<file path="src/pkg/ltr_cap_pkg.sv">
package ltr_cap_pkg;
  // ****************************************
  // register map
  // ****************************************
  localparam logic [11:0] HEADER_OFFSET = 12'h230;
  localparam logic [11:0] LIMIT_OFFSET = 12'h234;
  localparam logic [15:0] CAP_ID = 16'h0018;
  localparam logic [3:0] CAP_VERSION = 4'h1;
  localparam logic [11:0] NEXT_OFFSET = 12'h000;
  // ****************************************
  // latency word fields
  // ****************************************
  localparam int SNOOP_VAL_LSB = 0;
  localparam int SNOOP_SCALE_LSB = 10;
  localparam int NOSNOOP_VAL_LSB = 16;
  localparam int NOSNOOP_SCALE_LSB = 26;
  localparam int VAL_WIDTH = 10;
  localparam int SCALE_WIDTH = 3;
  localparam logic [31:0] LIMIT_WRITE_MASK = 32'h1fff_1fff;
  localparam logic [31:0] LIMIT_RESET = 32'h0000_0000;
  localparam logic [31:0] READ_UNMAPPED = 32'h0000_0000;
endpackage

</file>
<file path="src/hw/ltr_capability_registers.sv">
// Summary of operation
// - header bits 15:0 read 0018h
// - header bits 19:16 read version 1h
// - header bits 31:20 read 000h
// - header at 230h, upstream port only
// - latency word at 234h, upstream only
// - snoop value bits 9:0, reset zero
// - snoop scale bits 12:10, reset zero
// - no-snoop value bits 25:16, reset zero
// - no-snoop scale bits 28:26, reset zero
//
// Design decision made here: the strobed register port.
`timescale 1ns/10ps
module ltr_capability_registers (
  input wire logic I_CLOCK, // core clock, 25 MHz
  input wire logic I_RST_N, // async reset, active low
  input wire logic I_UPSTREAM, // high when port is upstream
  input wire logic [11:0] I_ADDR, // byte address
  input wire logic [31:0] I_WDATA, // write data
  input wire logic I_WR, // write strobe
  input wire logic I_RD, // read strobe
  output logic [31:0] O_RDATA, // read data, cycle after strobe
  output logic [9:0] O_SNOOP_VALUE, // max snoop latency value
  output logic [2:0] O_SNOOP_SCALE, // max snoop latency scale
  output logic [9:0] O_NOSNOOP_VALUE, // max no-snoop latency value
  output logic [2:0] O_NOSNOOP_SCALE // max no-snoop latency scale
);
  // ****************************************
  // decode
  // ****************************************
  logic [31:0] limit_word;
  logic [31:0] header_word;
  logic hit_header;
  logic hit_limit;
  logic limit_we;
  logic [31:0] rdata_d;
  logic [31:0] rdata_q;
  logic [9:0] snoop_value_q;
  logic [2:0] snoop_scale_q;
  logic [9:0] nosnoop_value_q;
  logic [2:0] nosnoop_scale_q;

  // ****************************************
  // helpers
  // ****************************************
  // address match, visible on the upstream port only
  function automatic logic reg_hit(input logic upstream, input logic [11:0] addr, input logic [11:0] offset);
    reg_hit = upstream && (addr == offset);
  endfunction

  // latency value field at a given position
  function automatic logic [ltr_cap_pkg::VAL_WIDTH-1:0] value_field(input logic [31:0] latency, input int lsb);
    value_field = latency[lsb +: ltr_cap_pkg::VAL_WIDTH];
  endfunction

  // latency scale field at a given position
  function automatic logic [ltr_cap_pkg::SCALE_WIDTH-1:0] scale_field(input logic [31:0] latency, input int lsb);
    scale_field = latency[lsb +: ltr_cap_pkg::SCALE_WIDTH];
  endfunction

  assign hit_header = reg_hit(I_UPSTREAM, I_ADDR, ltr_cap_pkg::HEADER_OFFSET);
  // latency word only on upstream port
  assign hit_limit = reg_hit(I_UPSTREAM, I_ADDR, ltr_cap_pkg::LIMIT_OFFSET);
  assign limit_we = I_WR && hit_limit;

  assign header_word = {ltr_cap_pkg::NEXT_OFFSET, ltr_cap_pkg::CAP_VERSION, ltr_cap_pkg::CAP_ID};

  // ****************************************
  // latency storage
  // ****************************************
  // stored latency word
  ltr_limit_store u_store (
    .i_clock(I_CLOCK),
    .i_rst_n(I_RST_N),
    .i_we(limit_we),
    .i_wdata(I_WDATA),
    .o_word(limit_word)
  );

  // read mux, zero when idle or unmapped
  assign rdata_d = !I_RD ? ltr_cap_pkg::READ_UNMAPPED :
                   hit_header ? header_word :
                   hit_limit ? limit_word : ltr_cap_pkg::READ_UNMAPPED;

  // ****************************************
  // output registers
  // ****************************************
  always_ff @(posedge I_CLOCK or negedge I_RST_N) begin
    if (!I_RST_N) begin
      rdata_q <= 32'h0000_0000;
    end else begin
      rdata_q <= rdata_d;
    end
  end

  always_ff @(posedge I_CLOCK or negedge I_RST_N) begin
    if (!I_RST_N) begin
      snoop_value_q <= 10'h000;
      snoop_scale_q <= 3'h0;
      nosnoop_value_q <= 10'h000;
      nosnoop_scale_q <= 3'h0;
    end else if (limit_we) begin
      snoop_value_q <= value_field(I_WDATA, ltr_cap_pkg::SNOOP_VAL_LSB);
      snoop_scale_q <= scale_field(I_WDATA, ltr_cap_pkg::SNOOP_SCALE_LSB);
      nosnoop_value_q <= value_field(I_WDATA, ltr_cap_pkg::NOSNOOP_VAL_LSB);
      nosnoop_scale_q <= scale_field(I_WDATA, ltr_cap_pkg::NOSNOOP_SCALE_LSB);
    end
  end

  assign O_RDATA = rdata_q;
  assign O_SNOOP_VALUE = snoop_value_q;
  assign O_SNOOP_SCALE = snoop_scale_q;
  assign O_NOSNOOP_VALUE = nosnoop_value_q;
  assign O_NOSNOOP_SCALE = nosnoop_scale_q;

  // ****************************************
  // header checks
  // ****************************************
  // header id value
  chk_header_id_value: assert property (@(posedge I_CLOCK) disable iff (!I_RST_N)
    (I_RD && hit_header) |=> O_RDATA[15:0] == 16'h0018)
    else $error("header id wrong");

  chk_header_version_value: assert property (@(posedge I_CLOCK) disable iff (!I_RST_N)
    (I_RD && hit_header) |=> O_RDATA[19:16] == 4'h1)
    else $error("header version wrong");

  chk_header_next_zero: assert property (@(posedge I_CLOCK) disable iff (!I_RST_N)
    (I_RD && hit_header) |=> O_RDATA[31:20] == 12'h000)
    else $error("next pointer not zero");

  chk_header_read_full: assert property (@(posedge I_CLOCK) disable iff (!I_RST_N)
    (I_RD && hit_header) |=> O_RDATA == 32'h0001_0018)
    else $error("header word wrong");

  chk_header_write_ignored: assert property (@(posedge I_CLOCK) disable iff (!I_RST_N)
    (I_WR && hit_header) |=> $stable(limit_word))
    else $error("header write changed latency word");

  chk_version_after_write: assert property (@(posedge I_CLOCK) disable iff (!I_RST_N)
    ((I_WR && hit_header) ##1 (I_RD && hit_header)) |=> O_RDATA[19:16] == 4'h1)
    else $error("version changed by write");

  chk_next_after_write: assert property (@(posedge I_CLOCK) disable iff (!I_RST_N)
    ((I_WR && hit_header) ##1 (I_RD && hit_header)) |=> O_RDATA[31:20] == 12'h000)
    else $error("next pointer changed by write");

  chk_downstream_reads_zero: assert property (@(posedge I_CLOCK) disable iff (!I_RST_N)
    (I_RD && !I_UPSTREAM) |=> O_RDATA == 32'h0000_0000)
    else $error("downstream read not zero");

  chk_header_hidden_downstream: assert property (@(posedge I_CLOCK) disable iff (!I_RST_N)
    (I_RD && !I_UPSTREAM && (I_ADDR == ltr_cap_pkg::HEADER_OFFSET)) |=> O_RDATA == 32'h0000_0000)
    else $error("header visible downstream");

  chk_downstream_write_ignored: assert property (@(posedge I_CLOCK) disable iff (!I_RST_N)
    (I_WR && !I_UPSTREAM) |=> $stable(limit_word))
    else $error("downstream write stored");

  chk_downstream_fields_hold: assert property (@(posedge I_CLOCK) disable iff (!I_RST_N)
    (I_WR && !I_UPSTREAM) |=> $stable(O_SNOOP_VALUE) && $stable(O_SNOOP_SCALE) &&
    $stable(O_NOSNOOP_VALUE) && $stable(O_NOSNOOP_SCALE))
    else $error("downstream write moved fields");

  // ****************************************
  // bus checks
  // ****************************************
  // idle read data zero
  chk_rdata_idle_zero: assert property (@(posedge I_CLOCK) disable iff (!I_RST_N)
    !I_RD |=> O_RDATA == 32'h0000_0000)
    else $error("read data not zero when idle");

  chk_unmapped_reads_zero: assert property (@(posedge I_CLOCK) disable iff (!I_RST_N)
    (I_RD && !hit_header && !hit_limit) |=> O_RDATA == 32'h0000_0000)
    else $error("unmapped read not zero");

  chk_unmapped_write_ignored: assert property (@(posedge I_CLOCK) disable iff (!I_RST_N)
    (I_WR && !hit_limit) |=> $stable(limit_word))
    else $error("unmapped write stored");

  chk_unmapped_fields_hold: assert property (@(posedge I_CLOCK) disable iff (!I_RST_N)
    (I_WR && !hit_limit) |=> $stable(O_SNOOP_VALUE) && $stable(O_SNOOP_SCALE) &&
    $stable(O_NOSNOOP_VALUE) && $stable(O_NOSNOOP_SCALE))
    else $error("unmapped write moved fields");

  chk_limit_hidden_downstream: assert property (@(posedge I_CLOCK) disable iff (!I_RST_N)
    (I_RD && !I_UPSTREAM && (I_ADDR == ltr_cap_pkg::LIMIT_OFFSET)) |=> O_RDATA == 32'h0000_0000)
    else $error("latency word visible downstream");

  chk_limit_readback: assert property (@(posedge I_CLOCK) disable iff (!I_RST_N)
    (limit_we ##1 (I_RD && hit_limit && !I_WR)) |=> O_RDATA == ($past(I_WDATA, 2) & 32'h1fff_1fff))
    else $error("latency word readback wrong");

  chk_rdata_reset_zero: assert property (@(posedge I_CLOCK)
    !I_RST_N |=> O_RDATA == 32'h0000_0000)
    else $error("read data not cleared by reset");

  // ****************************************
  // latency field checks
  // ****************************************
  // snoop value write
  chk_snoop_value_write: assert property (@(posedge I_CLOCK) disable iff (!I_RST_N)
    limit_we |=> O_SNOOP_VALUE == $past(I_WDATA[9:0]))
    else $error("snoop value not written");

  chk_snoop_value_hold: assert property (@(posedge I_CLOCK) disable iff (!I_RST_N)
    !limit_we |=> $stable(O_SNOOP_VALUE))
    else $error("snoop value changed without write");

  chk_snoop_scale_write: assert property (@(posedge I_CLOCK) disable iff (!I_RST_N)
    limit_we |=> O_SNOOP_SCALE == $past(I_WDATA[12:10]))
    else $error("snoop scale not written");

  chk_snoop_scale_hold: assert property (@(posedge I_CLOCK) disable iff (!I_RST_N)
    !limit_we |=> $stable(O_SNOOP_SCALE))
    else $error("snoop scale changed without write");

  chk_nosnoop_value_write: assert property (@(posedge I_CLOCK) disable iff (!I_RST_N)
    limit_we |=> O_NOSNOOP_VALUE == $past(I_WDATA[25:16]))
    else $error("no-snoop value not written");

  chk_nosnoop_value_hold: assert property (@(posedge I_CLOCK) disable iff (!I_RST_N)
    !limit_we |=> $stable(O_NOSNOOP_VALUE))
    else $error("no-snoop value changed without write");

  chk_nosnoop_scale_write: assert property (@(posedge I_CLOCK) disable iff (!I_RST_N)
    limit_we |=> O_NOSNOOP_SCALE == $past(I_WDATA[28:26]))
    else $error("no-snoop scale not written");

  chk_nosnoop_scale_hold: assert property (@(posedge I_CLOCK) disable iff (!I_RST_N)
    !limit_we |=> $stable(O_NOSNOOP_SCALE))
    else $error("no-snoop scale changed without write");

  chk_snoop_value_readback: assert property (@(posedge I_CLOCK) disable iff (!I_RST_N)
    (I_RD && hit_limit) |=> O_RDATA[9:0] == O_SNOOP_VALUE)
    else $error("snoop value readback wrong");

  chk_snoop_scale_readback: assert property (@(posedge I_CLOCK) disable iff (!I_RST_N)
    (I_RD && hit_limit) |=> O_RDATA[12:10] == O_SNOOP_SCALE)
    else $error("snoop scale readback wrong");

  chk_nosnoop_value_readback: assert property (@(posedge I_CLOCK) disable iff (!I_RST_N)
    (I_RD && hit_limit) |=> O_RDATA[25:16] == O_NOSNOOP_VALUE)
    else $error("no-snoop value readback wrong");

  chk_nosnoop_scale_readback: assert property (@(posedge I_CLOCK) disable iff (!I_RST_N)
    (I_RD && hit_limit) |=> O_RDATA[28:26] == O_NOSNOOP_SCALE)
    else $error("no-snoop scale readback wrong");

  chk_snoop_value_reset: assert property (@(posedge I_CLOCK)
    !I_RST_N |=> O_SNOOP_VALUE == 10'h000)
    else $error("snoop value not cleared by reset");

  chk_snoop_scale_reset: assert property (@(posedge I_CLOCK)
    !I_RST_N |=> O_SNOOP_SCALE == 3'h0)
    else $error("snoop scale not cleared by reset");

  chk_nosnoop_value_reset: assert property (@(posedge I_CLOCK)
    !I_RST_N |=> O_NOSNOOP_VALUE == 10'h000)
    else $error("no-snoop value not cleared by reset");

  chk_nosnoop_scale_reset: assert property (@(posedge I_CLOCK)
    !I_RST_N |=> O_NOSNOOP_SCALE == 3'h0)
    else $error("no-snoop scale not cleared by reset");

  chk_limit_word_write: assert property (@(posedge I_CLOCK) disable iff (!I_RST_N)
    limit_we |=> limit_word == ($past(I_WDATA) & 32'h1fff_1fff))
    else $error("latency word not stored masked");

  chk_reserved_zero: assert property (@(posedge I_CLOCK) disable iff (!I_RST_N)
    (I_RD && hit_limit) |=> (O_RDATA[15:13] == 3'h0) && (O_RDATA[31:29] == 3'h0))
    else $error("reserved bits not zero");

  chk_reserved_never_stored: assert property (@(posedge I_CLOCK) disable iff (!I_RST_N)
    (limit_word[15:13] == 3'h0) && (limit_word[31:29] == 3'h0))
    else $error("reserved bits stored");
endmodule

</file>
<file path="src/hw/ltr_limit_store.sv">
`timescale 1ns/10ps
module ltr_limit_store (
  input wire logic i_clock, // core clock
  input wire logic i_rst_n, // async reset, active low
  input wire logic i_we, // write enable
  input wire logic [31:0] i_wdata, // write data
  output logic [31:0] o_word // stored word
);
  // ****************************************
  // masked latency word
  // ****************************************
  logic [31:0] word_q;
  logic [31:0] word_d;

  assign word_d = i_wdata & ltr_cap_pkg::LIMIT_WRITE_MASK;

  always_ff @(posedge i_clock or negedge i_rst_n) begin
    if (!i_rst_n) begin
      word_q <= ltr_cap_pkg::LIMIT_RESET;
    end else if (i_we) begin
      word_q <= word_d;
    end
  end

  assign o_word = word_q;
endmodule

</file>
<file path="config.mk">
export PLATFORM = sky130hd
export DESIGN_NAME = ltr_capability_registers
export DESIGN_NICKNAME = d
export VERILOG_FILES = /design/src/pkg/ltr_cap_pkg.sv /design/src/hw/ltr_capability_registers.sv /design/src/hw/ltr_limit_store.sv
export SDC_FILE = /design/constraint.sdc
export NUM_CORES = 1
export LEC_CHECK = 0
export ABC_AREA = 1
export BUFFER_PORTS_ARGS = -buffer_cell sky130_fd_sc_hd__buf_2
export CAP_MARGIN = 5
export CORE_MARGIN = 3
export CORE_UTILIZATION = 45
export CTS_CLUSTER_DIAMETER = 80
export DETAILED_ROUTE_END_ITERATION = 12
export PLACE_DENSITY = 0.81
export SKIP_LAST_GASP = 1
export SYNTH_ARGS = -nofsm -noshare
export SYNTH_HDL_FRONTEND = slang
export SYNTH_HIERARCHICAL = 1
export SYNTH_SLANG_ARGS = --single-unit
</file>
<file path="constraint.sdc">
create_clock -name I_CLOCK -period 1.4 [get_ports I_CLOCK]
set_input_delay 0.21 -clock I_CLOCK [delete_from_list [all_inputs] [get_ports I_CLOCK]]
set_output_delay 0.21 -clock I_CLOCK [all_outputs]
set_load 0.005 [all_outputs]
</file>
Word-level counts from Yosys, hierarchy flattened. Index checks and enable logic that the tools add are counted.

Multiplexer cells: 3. Reductions and logical operators: 3. Equality and inequality tests: 2.

Operators by type and width (count): 29-bit 2-to-1 mux (3); 12-bit by 10-bit equality test with 1-bit output, second input constant (2); 1-bit logical AND (3).

Bits in registers: 81.

Logic depth before layout (Yosys ltp). Gate-level depths: netlist of the first run.

Depth in word-level cells: 5. Depth in mapped cells: 12. Depth with buffers taken out: 9.

By module. Netlist of the first run, hierarchy kept.

Modules (own cells, without submodules): ltr_capability_registers (cells each 245, sequential area each 1451.4 µm², instances 1, area an instance 2274.7 µm²); ltr_limit_store (cells each 117, sequential area each 650.6 µm², instances 1, area an instance 1072.3 µm²).

Worst setup path before layout of the first run. OpenSTA, ideal clock, no wires.

Kind: input to register. From: in I_ADDR[7]. To: reg u_store.word_q[4], in the netlist u_store/o_word[4]. Data required time: 1284 ps. Cell stages on the path: 11. Setup slack: -5 ps. Library setup time: 116 ps. Path buffers: 3. Arrival time: 1289 ps. Cell sequence: nor2_1 > nand2_1 > nor2_2 > nand3_2 > buf_2 > inv_1 > buf_6 > inv_8 > buf_8 > nand2_1 > nand2_1.

Cells in the longest elaborated chain, start to end: 3.

RTL lines: start: declaration (line ltr_capability_registers.sv:18) `input wire logic [11:0] I_ADDR,`; 12-bit by 10-bit equality test with 1-bit output (line ltr_capability_registers.sv:48) `reg_hit = upstream && (addr == offset);`; 1-bit logical AND (line ltr_capability_registers.sv:48); 1-bit logical AND (line ltr_capability_registers.sv:64) `assign limit_we = I_WR && hit_limit;`; named net limit_we (line ltr_capability_registers.sv:35) `logic limit_we;`; end signal: assignment (line ltr_limit_store.sv:19) `word_q <= ltr_cap_pkg::LIMIT_RESET;`; end signal: assignment (line ltr_limit_store.sv:21) `word_q <= word_d;`; end: declaration (line ltr_limit_store.sv:12) `logic [31:0] word_q;`.

The timed path passes the listed nets, and every way through them passes these cells. A chain may end at the register's enable or synchronous reset.

Final worst setup path of the first run.
From: reg snoop_scale_q[1], in the netlist O_SNOOP_SCALE[1]. To: out O_SNOOP_SCALE[1].

RTL lines: start: declaration (line ltr_capability_registers.sv:39) `logic [2:0] snoop_scale_q;`; start signal: assignment (line ltr_capability_registers.sv:104) `snoop_scale_q <= scale_field(I_WDATA, ltr_cap_pkg::SNOOP_SCALE_LSB);`; end: declaration (line ltr_capability_registers.sv:24) `output logic [2:0] O_SNOOP_SCALE,`.

No word-level cell between the ends.

==> results of run 1 <==
power groups by stage:
stage          combinational (W)  sequential, W  clock [W]
2_1_floorplan          0.0000488        0.00248          0
3_3_place_gp            0.000179        0.00248          0
3_5_place_dp            0.000184        0.00248          0
4_1_cts                 0.000186        0.00243    0.00178
5_1_grt                 0.000206        0.00243    0.00187
6_report                0.000184        0.00243    0.00173
flip-flops by register name, indices dropped and copies added, names as in the netlist:
| register | count |
|---|---|
| O_SNOOP_SCALE | 3 |
| O_RDATA | 32 |
| O_SNOOP_VALUE | 10 |
| u_store/o_word | 26 |
| O_NOSNOOP_VALUE | 10 |
| O_NOSNOOP_SCALE | 3 |
final cells by class:
cell class / instances / area share [%]
Clock inverter: 7 / 1.78
Multi-Input combinational cell: 248 / 25.0
Inverter: 10 / 1.09
Clock buffer: 9 / 2.99
Timing Repair Buffer: 112 / 15.6
Sequential cell: 84 / 50.7
Tap cell: 96 / 2.90
worst max-delay path by stage:
stage	from	end	slack, ns
floorplan	I_ADDR[7]	u_store/o_word[4]	0.008
detailed placement	I_ADDR[11]	u_store/o_word[28]	0.04
CTS	O_NOSNOOP_VALUE[2]	O_NOSNOOP_VALUE[2]	0.29
global route	I_ADDR[7]	u_store/o_word[0]	0.26
global placement	I_ADDR[7]	u_store/o_word[10]	0.06
finish	O_SNOOP_SCALE[1]	O_SNOOP_SCALE[1]	0.31
synth_stat cells:
library cell,count
nand2_1,166
dfrtp_1,84
nand3_1,31
nor2_1,24
nor2_2,13
buf_4,9
inv_1,7
buf_2,6
buf_6,5
nand2_2,5
clkbuf_1,4
inv_2,2
nand3_2,2
buf_8,1
conb_1,1
inv_8,1
nor2_4,1
what timing repair did:
item                                   CTS  global route
hold buffers                             1             0
gates resized for setup                  0             0
endpoints found under the hold margin   17             0
per-layer routing:
metal,share of wire [%],vias to the layer above,routed length [µm]
met4,3.3,0,250
met3,5.9,20,443
met1,43,1253,3260
met2,48,106,3590
li1,-,1293,-
met5,0,-,0
stage by stage:
stage	hold WS (ns)	cell area, µm²	total power (W)
final	0.0730	4150	0.00434
after global routing	0.0780	4150	0.00451
after CTS	0.0562	4150	0.00439
after detailed placement	0.104	3940	0.00266
after global placement	0.101	3940	0.00266
after floorplan	-0.0856	3370	0.00253
cells by family (layout without fill, tap and decap cells):
group                  after synthesis  in the layout  share of synthesized area, %
other                                1              6                         0.112
and+or+nand+nor                    242            242                          30.2
DFF                                 84             84                          62.8
buffers and inverters               35            138                          6.84
==> results.ini, run 1 <==
[grt]
grt_max_degree=38
grt.met1_usage_pct=25.0
grt_pass1_wl_um=12500
grtUsageMet3_pct=3.69
grt_overflow=0
first_global_vias=2603
antenna_found_initial=0
gr-usage-all-layers_pct=18.7
met2_usage_pct=28.6
gr-max-usage-layer=met2

[setup_path]
crit_chain=buf_2
path_class=register to output pin
worstSetupStartpointType=register
critPathMaxFanout=2
cp.depth=1
r2r_cells=2
cp_slowest_cell=dfrtp_1
r2r-end=O_RDATA[16]
r2r_slack_ns=0.72
critPathRequiredTime_ns=1.19
cp_num_buf_inv=1
reg2reg_from=u_store/o_word[16]
end_kind=output pin
cp_slowest_stage_delay_ns=0.40
critPathTopFamily=flip-flops
arrival_ns=0.88

[timing]
final_max_slew_viol_count=0
worst_slack_ns=0.306
fin_crit_sh_pct=78.1
setup_viol=0
rsz0062_at_grt=false
fin_crit_ns=1.09
setup_tns_ns=0
finClkSkew_ns=0.00516
hold_viol=0
fmax_mhz=914

[floorplanning]
placement_rows=30
fp.dieW_um=92.2
die_area_um2=8510
chipHeight_um=92.2
ios=107
core_area_um2=7020
start_util_pct=47.7

[routing]
post_drt_wl_per_cell_um=13.3
drt_iter0_drc=166
wl_um=7550
num_vias=2672
viasPerCell=4.72
firstDrtPassIters=4
drc=0
drtAntennaViolNets=0

[clock_tree]
post_cts_buffers=0
cts_tree=built
cts_sinks=84
clk_pin_slew_ns=0.09
root_buffer=clkbuf_8
cts_buffers=9
clk_path_buf_depth=2
h-tree-depth=3
clkLatencyLatePin_ns=0.35

[place]
dp.cells=549
pre_cts_ws_ns=0.0380
gp_congestion=0.859
post-dp-hpwl_um=5420
io_buffers=100

[synthesis]
yosysWarnings=6
yosys.area.top_type=dfrtp_1
ys_seq_area_share_pct=62.8
post_synth_instance_area_um2=3350
synth_cells=362
synth-seq-cells=84
yosysTopAreaCellShare_pct=62.8
postSynthAreaPerCell_um2=9.25
synthTopCellsByArea=dfrtp_1 (63%), nand2_1 (19%), nand3_1 (4.6%), nor2_1 (2.7%), nor2_2 (2.4%)
ys_types=17

[power]
p_sw_w=0.00101
p_leak_nw=2.45
pwr-share-clk_pct=39.8
p_int_w=0.00333
peakVddDrop_mv=0.520
power_density_nw_per_um2=1050
p_sw_share_pct=23.2
seqPwrFrac_pct=56.0
combPwrFrac_pct=4.2

[flow_run]
drv_cap=0

[finish]
post-route-util_pct=59.1
final_layout_size_suffix_gt1_share_pct=32.1
nNetsFinal=514
multi_input_area_um2=1030
register_area_um2=2100
fillers=654
diodes=0
fin_cells=566
layout_commonest_cell=nand2_1
syn2layout_area_growth_pct=23.9
mostFrequentLayoutCells=nand2_1 (166), buf_2 (99), dfrtp_1 (84)

[worst_hold_path]
min_to=u_store/o_word[17]
hp-start=I_WDATA[17]
hold_class=input port to register
hold_depth=3

[status]
outcome=complete, no violations

No activity file was read; power rests on OpenSTA's default activity.
==> inputs of run 2 (changes only) <==
==> constraint.sdc (replaced) <==
create_clock -name I_CLOCK -period 1.1 [get_ports I_CLOCK]
set_input_delay 0.165 -clock I_CLOCK [delete_from_list [all_inputs] [get_ports I_CLOCK]]
set_output_delay 0.165 -clock I_CLOCK [all_outputs]
set_load 0.005 [all_outputs]
==> results.ini, run 2 (synthesis results as in run 1) <==
[status]
outcome=complete, no violations

[power]
p_leak_nw=2.47  ; +0.70%
power_density_nw_per_um2=1320  ; +26%
p_total_w=0.00561  ; +29%
peakVddDrop_mv=0.895  ; +72%

[place]
io_buffers=100  ; unchanged
gp_congestion=0.822  ; -4.3%
post-dp-hpwl_um=5630  ; +3.8%
placed_cell_area_um2=4030  ; +2.3%

[setup_path]
crit_chain=buf_2
worstSetupStartpointType=register
critPathMaxFanout=2  ; unchanged
cp_slowest_stage_delay_ns=0.40  ; about the same
cp_num_buf_inv=1  ; unchanged
end_kind=output pin
critical_path.startpoint=O_NOSNOOP_VALUE[8]
critPathRequiredTime_ns=0.94  ; -0.25 ns
path_class=register to output pin
reg2reg_from=u_store/o_word[16]
arrival_ns=0.89  ; about the same
cp_slowest_cell=dfrtp_1
critPathTopFamily=flip-flops

[routing]
post_drt_wl_per_cell_um=13.3  ; about the same
drt_iter0_drc=192  ; +16%
firstDrtPassIters=4  ; unchanged
drtAntennaViolNets=0  ; unchanged
num_vias=2650  ; -0.82%
viasPerCell=4.67  ; -1.2%
drc=0  ; unchanged
wl_um=7570  ; +0.37%

[floorplanning]
ios=107  ; unchanged
start_util_pct=47.7  ; unchanged
chipHeight_um=92.2  ; unchanged
core_area_um2=7020  ; unchanged
die_area_um2=8510  ; unchanged
placement_rows=30  ; unchanged
fp.dieW_um=92.2  ; unchanged

[clock_tree]
clk_pin_slew_ns=0.09  ; about the same
post_cts_buffers=0  ; unchanged
hold_buffers=1  ; unchanged
h-tree-depth=3  ; unchanged
cts_tree=built
cts_resized=0  ; unchanged
root_buffer=clkbuf_8
cts_sinks=84  ; unchanged
cts_buffers=9  ; unchanged
clkLatencyLatePin_ns=0.34  ; about the same
clk_path_buf_depth=2  ; unchanged

[timing]
fin_crit_sh_pct=95.6
fmax_mhz=951
setup_viol=0  ; unchanged
hold_viol=0  ; unchanged
finClkSkew_ns=0.00756  ; +0.00239 ns
fin_crit_ns=1.05
final_max_slew_viol_count=0  ; unchanged
rsz0062_at_grt=false
setup_tns_ns=0  ; unchanged
finalHoldWorstSlack_ns=0.0406  ; -0.0324 ns

[finish]
syn2layout_area_growth_pct=26.8
largest_register_ffs=32  ; unchanged
post-route-util_pct=60.5  ; +1.4 points
final_layout_size_suffix_gt1_share_pct=34.1  ; +2.0 points
register_area_um2=2100  ; unchanged
mostFrequentLayoutCells=nand2_1 (161), buf_2 (99), dfrtp_1 (84)
final_area_um2=4240  ; +2.4%
diodes=0  ; unchanged
nNetsFinal=516  ; +0.39%
fillers=615  ; -6.0%
layout_commonest_cell=nand2_1
multi_input_area_um2=1070  ; +3.6%

[grt]
gr-usage-all-layers_pct=18.8  ; +0.18 points
grt_pass1_wl_um=12600  ; +0.83%
grt_overflow=0  ; unchanged
first_global_vias=2703  ; +3.8%
grt_max_degree=30  ; -21%
antenna_found_initial=0  ; unchanged

[worst_hold_path]
hold_class=input port to register
hp-start=I_WDATA[4]

[flow_run]
drv_cap=0  ; unchanged

-- run 2: cell count changes in the layout (fill, tap and decap cells not counted), moves of 2 or more --
cell and delta:
clkinv_2 -2, nand2_1 -5, nand2_2 +5, buf_12 +3
nor2_4 +2
-- run 2: worst paths after layout --
| kind | cells past startpoint | to | slack (ns) |
|---|---|---|---|
| worst max-delay path | 1 | O_NOSNOOP_VALUE[8] | 0.05 |
| max in group asynchronous | 3 | u_store/o_word[5] | 0.42 |
| worst max register to register | 2 | O_RDATA[16] | 0.43 |
| min in group asynchronous | 2 | u_store/o_word[20] | 0.24 |
| worst min-delay path | 3 | u_store/o_word[4] | 0.04 |
| worst min register to register | 2 | O_SNOOP_VALUE[6] | 0.47 |
-- run 2: layout make-up --
cell class                 instances  area share, %
inverter                          10           1.06
clock inverter                     7           1.95
multi-input combinational        248           25.3
clock buffer                       9           2.92
tap                               96           2.83
timing repair buffer             114           16.5
sequential                        84           49.5
-- run 2: power breakdown --
group          internal, W  leakage [nW]  switching, W
Clock              0.00108        0.0984       0.00117
Combinational    0.0000979          1.20      0.000158
Sequential         0.00309          1.17    0.00000265
-- run 2: stage by stage --
stage	worst slack, ns	std cells
4_1_cts	0.0395	568
6_report	0.0485	568
3_5_place_dp	-0.158	551
5_1_grt	0.0158	568
3_3_place_gp	-0.135	551
2_1_floorplan	-0.196	367
-- run 2: layer usage --
metal  up-vias  GRT usage (%)  wire length (µm)
li1       1300              -                 -
met1      1238           24.0              3270
met2       100           30.7              3700
met3        12           4.51               474
met4         0           8.29               124
met5         -              0                 0
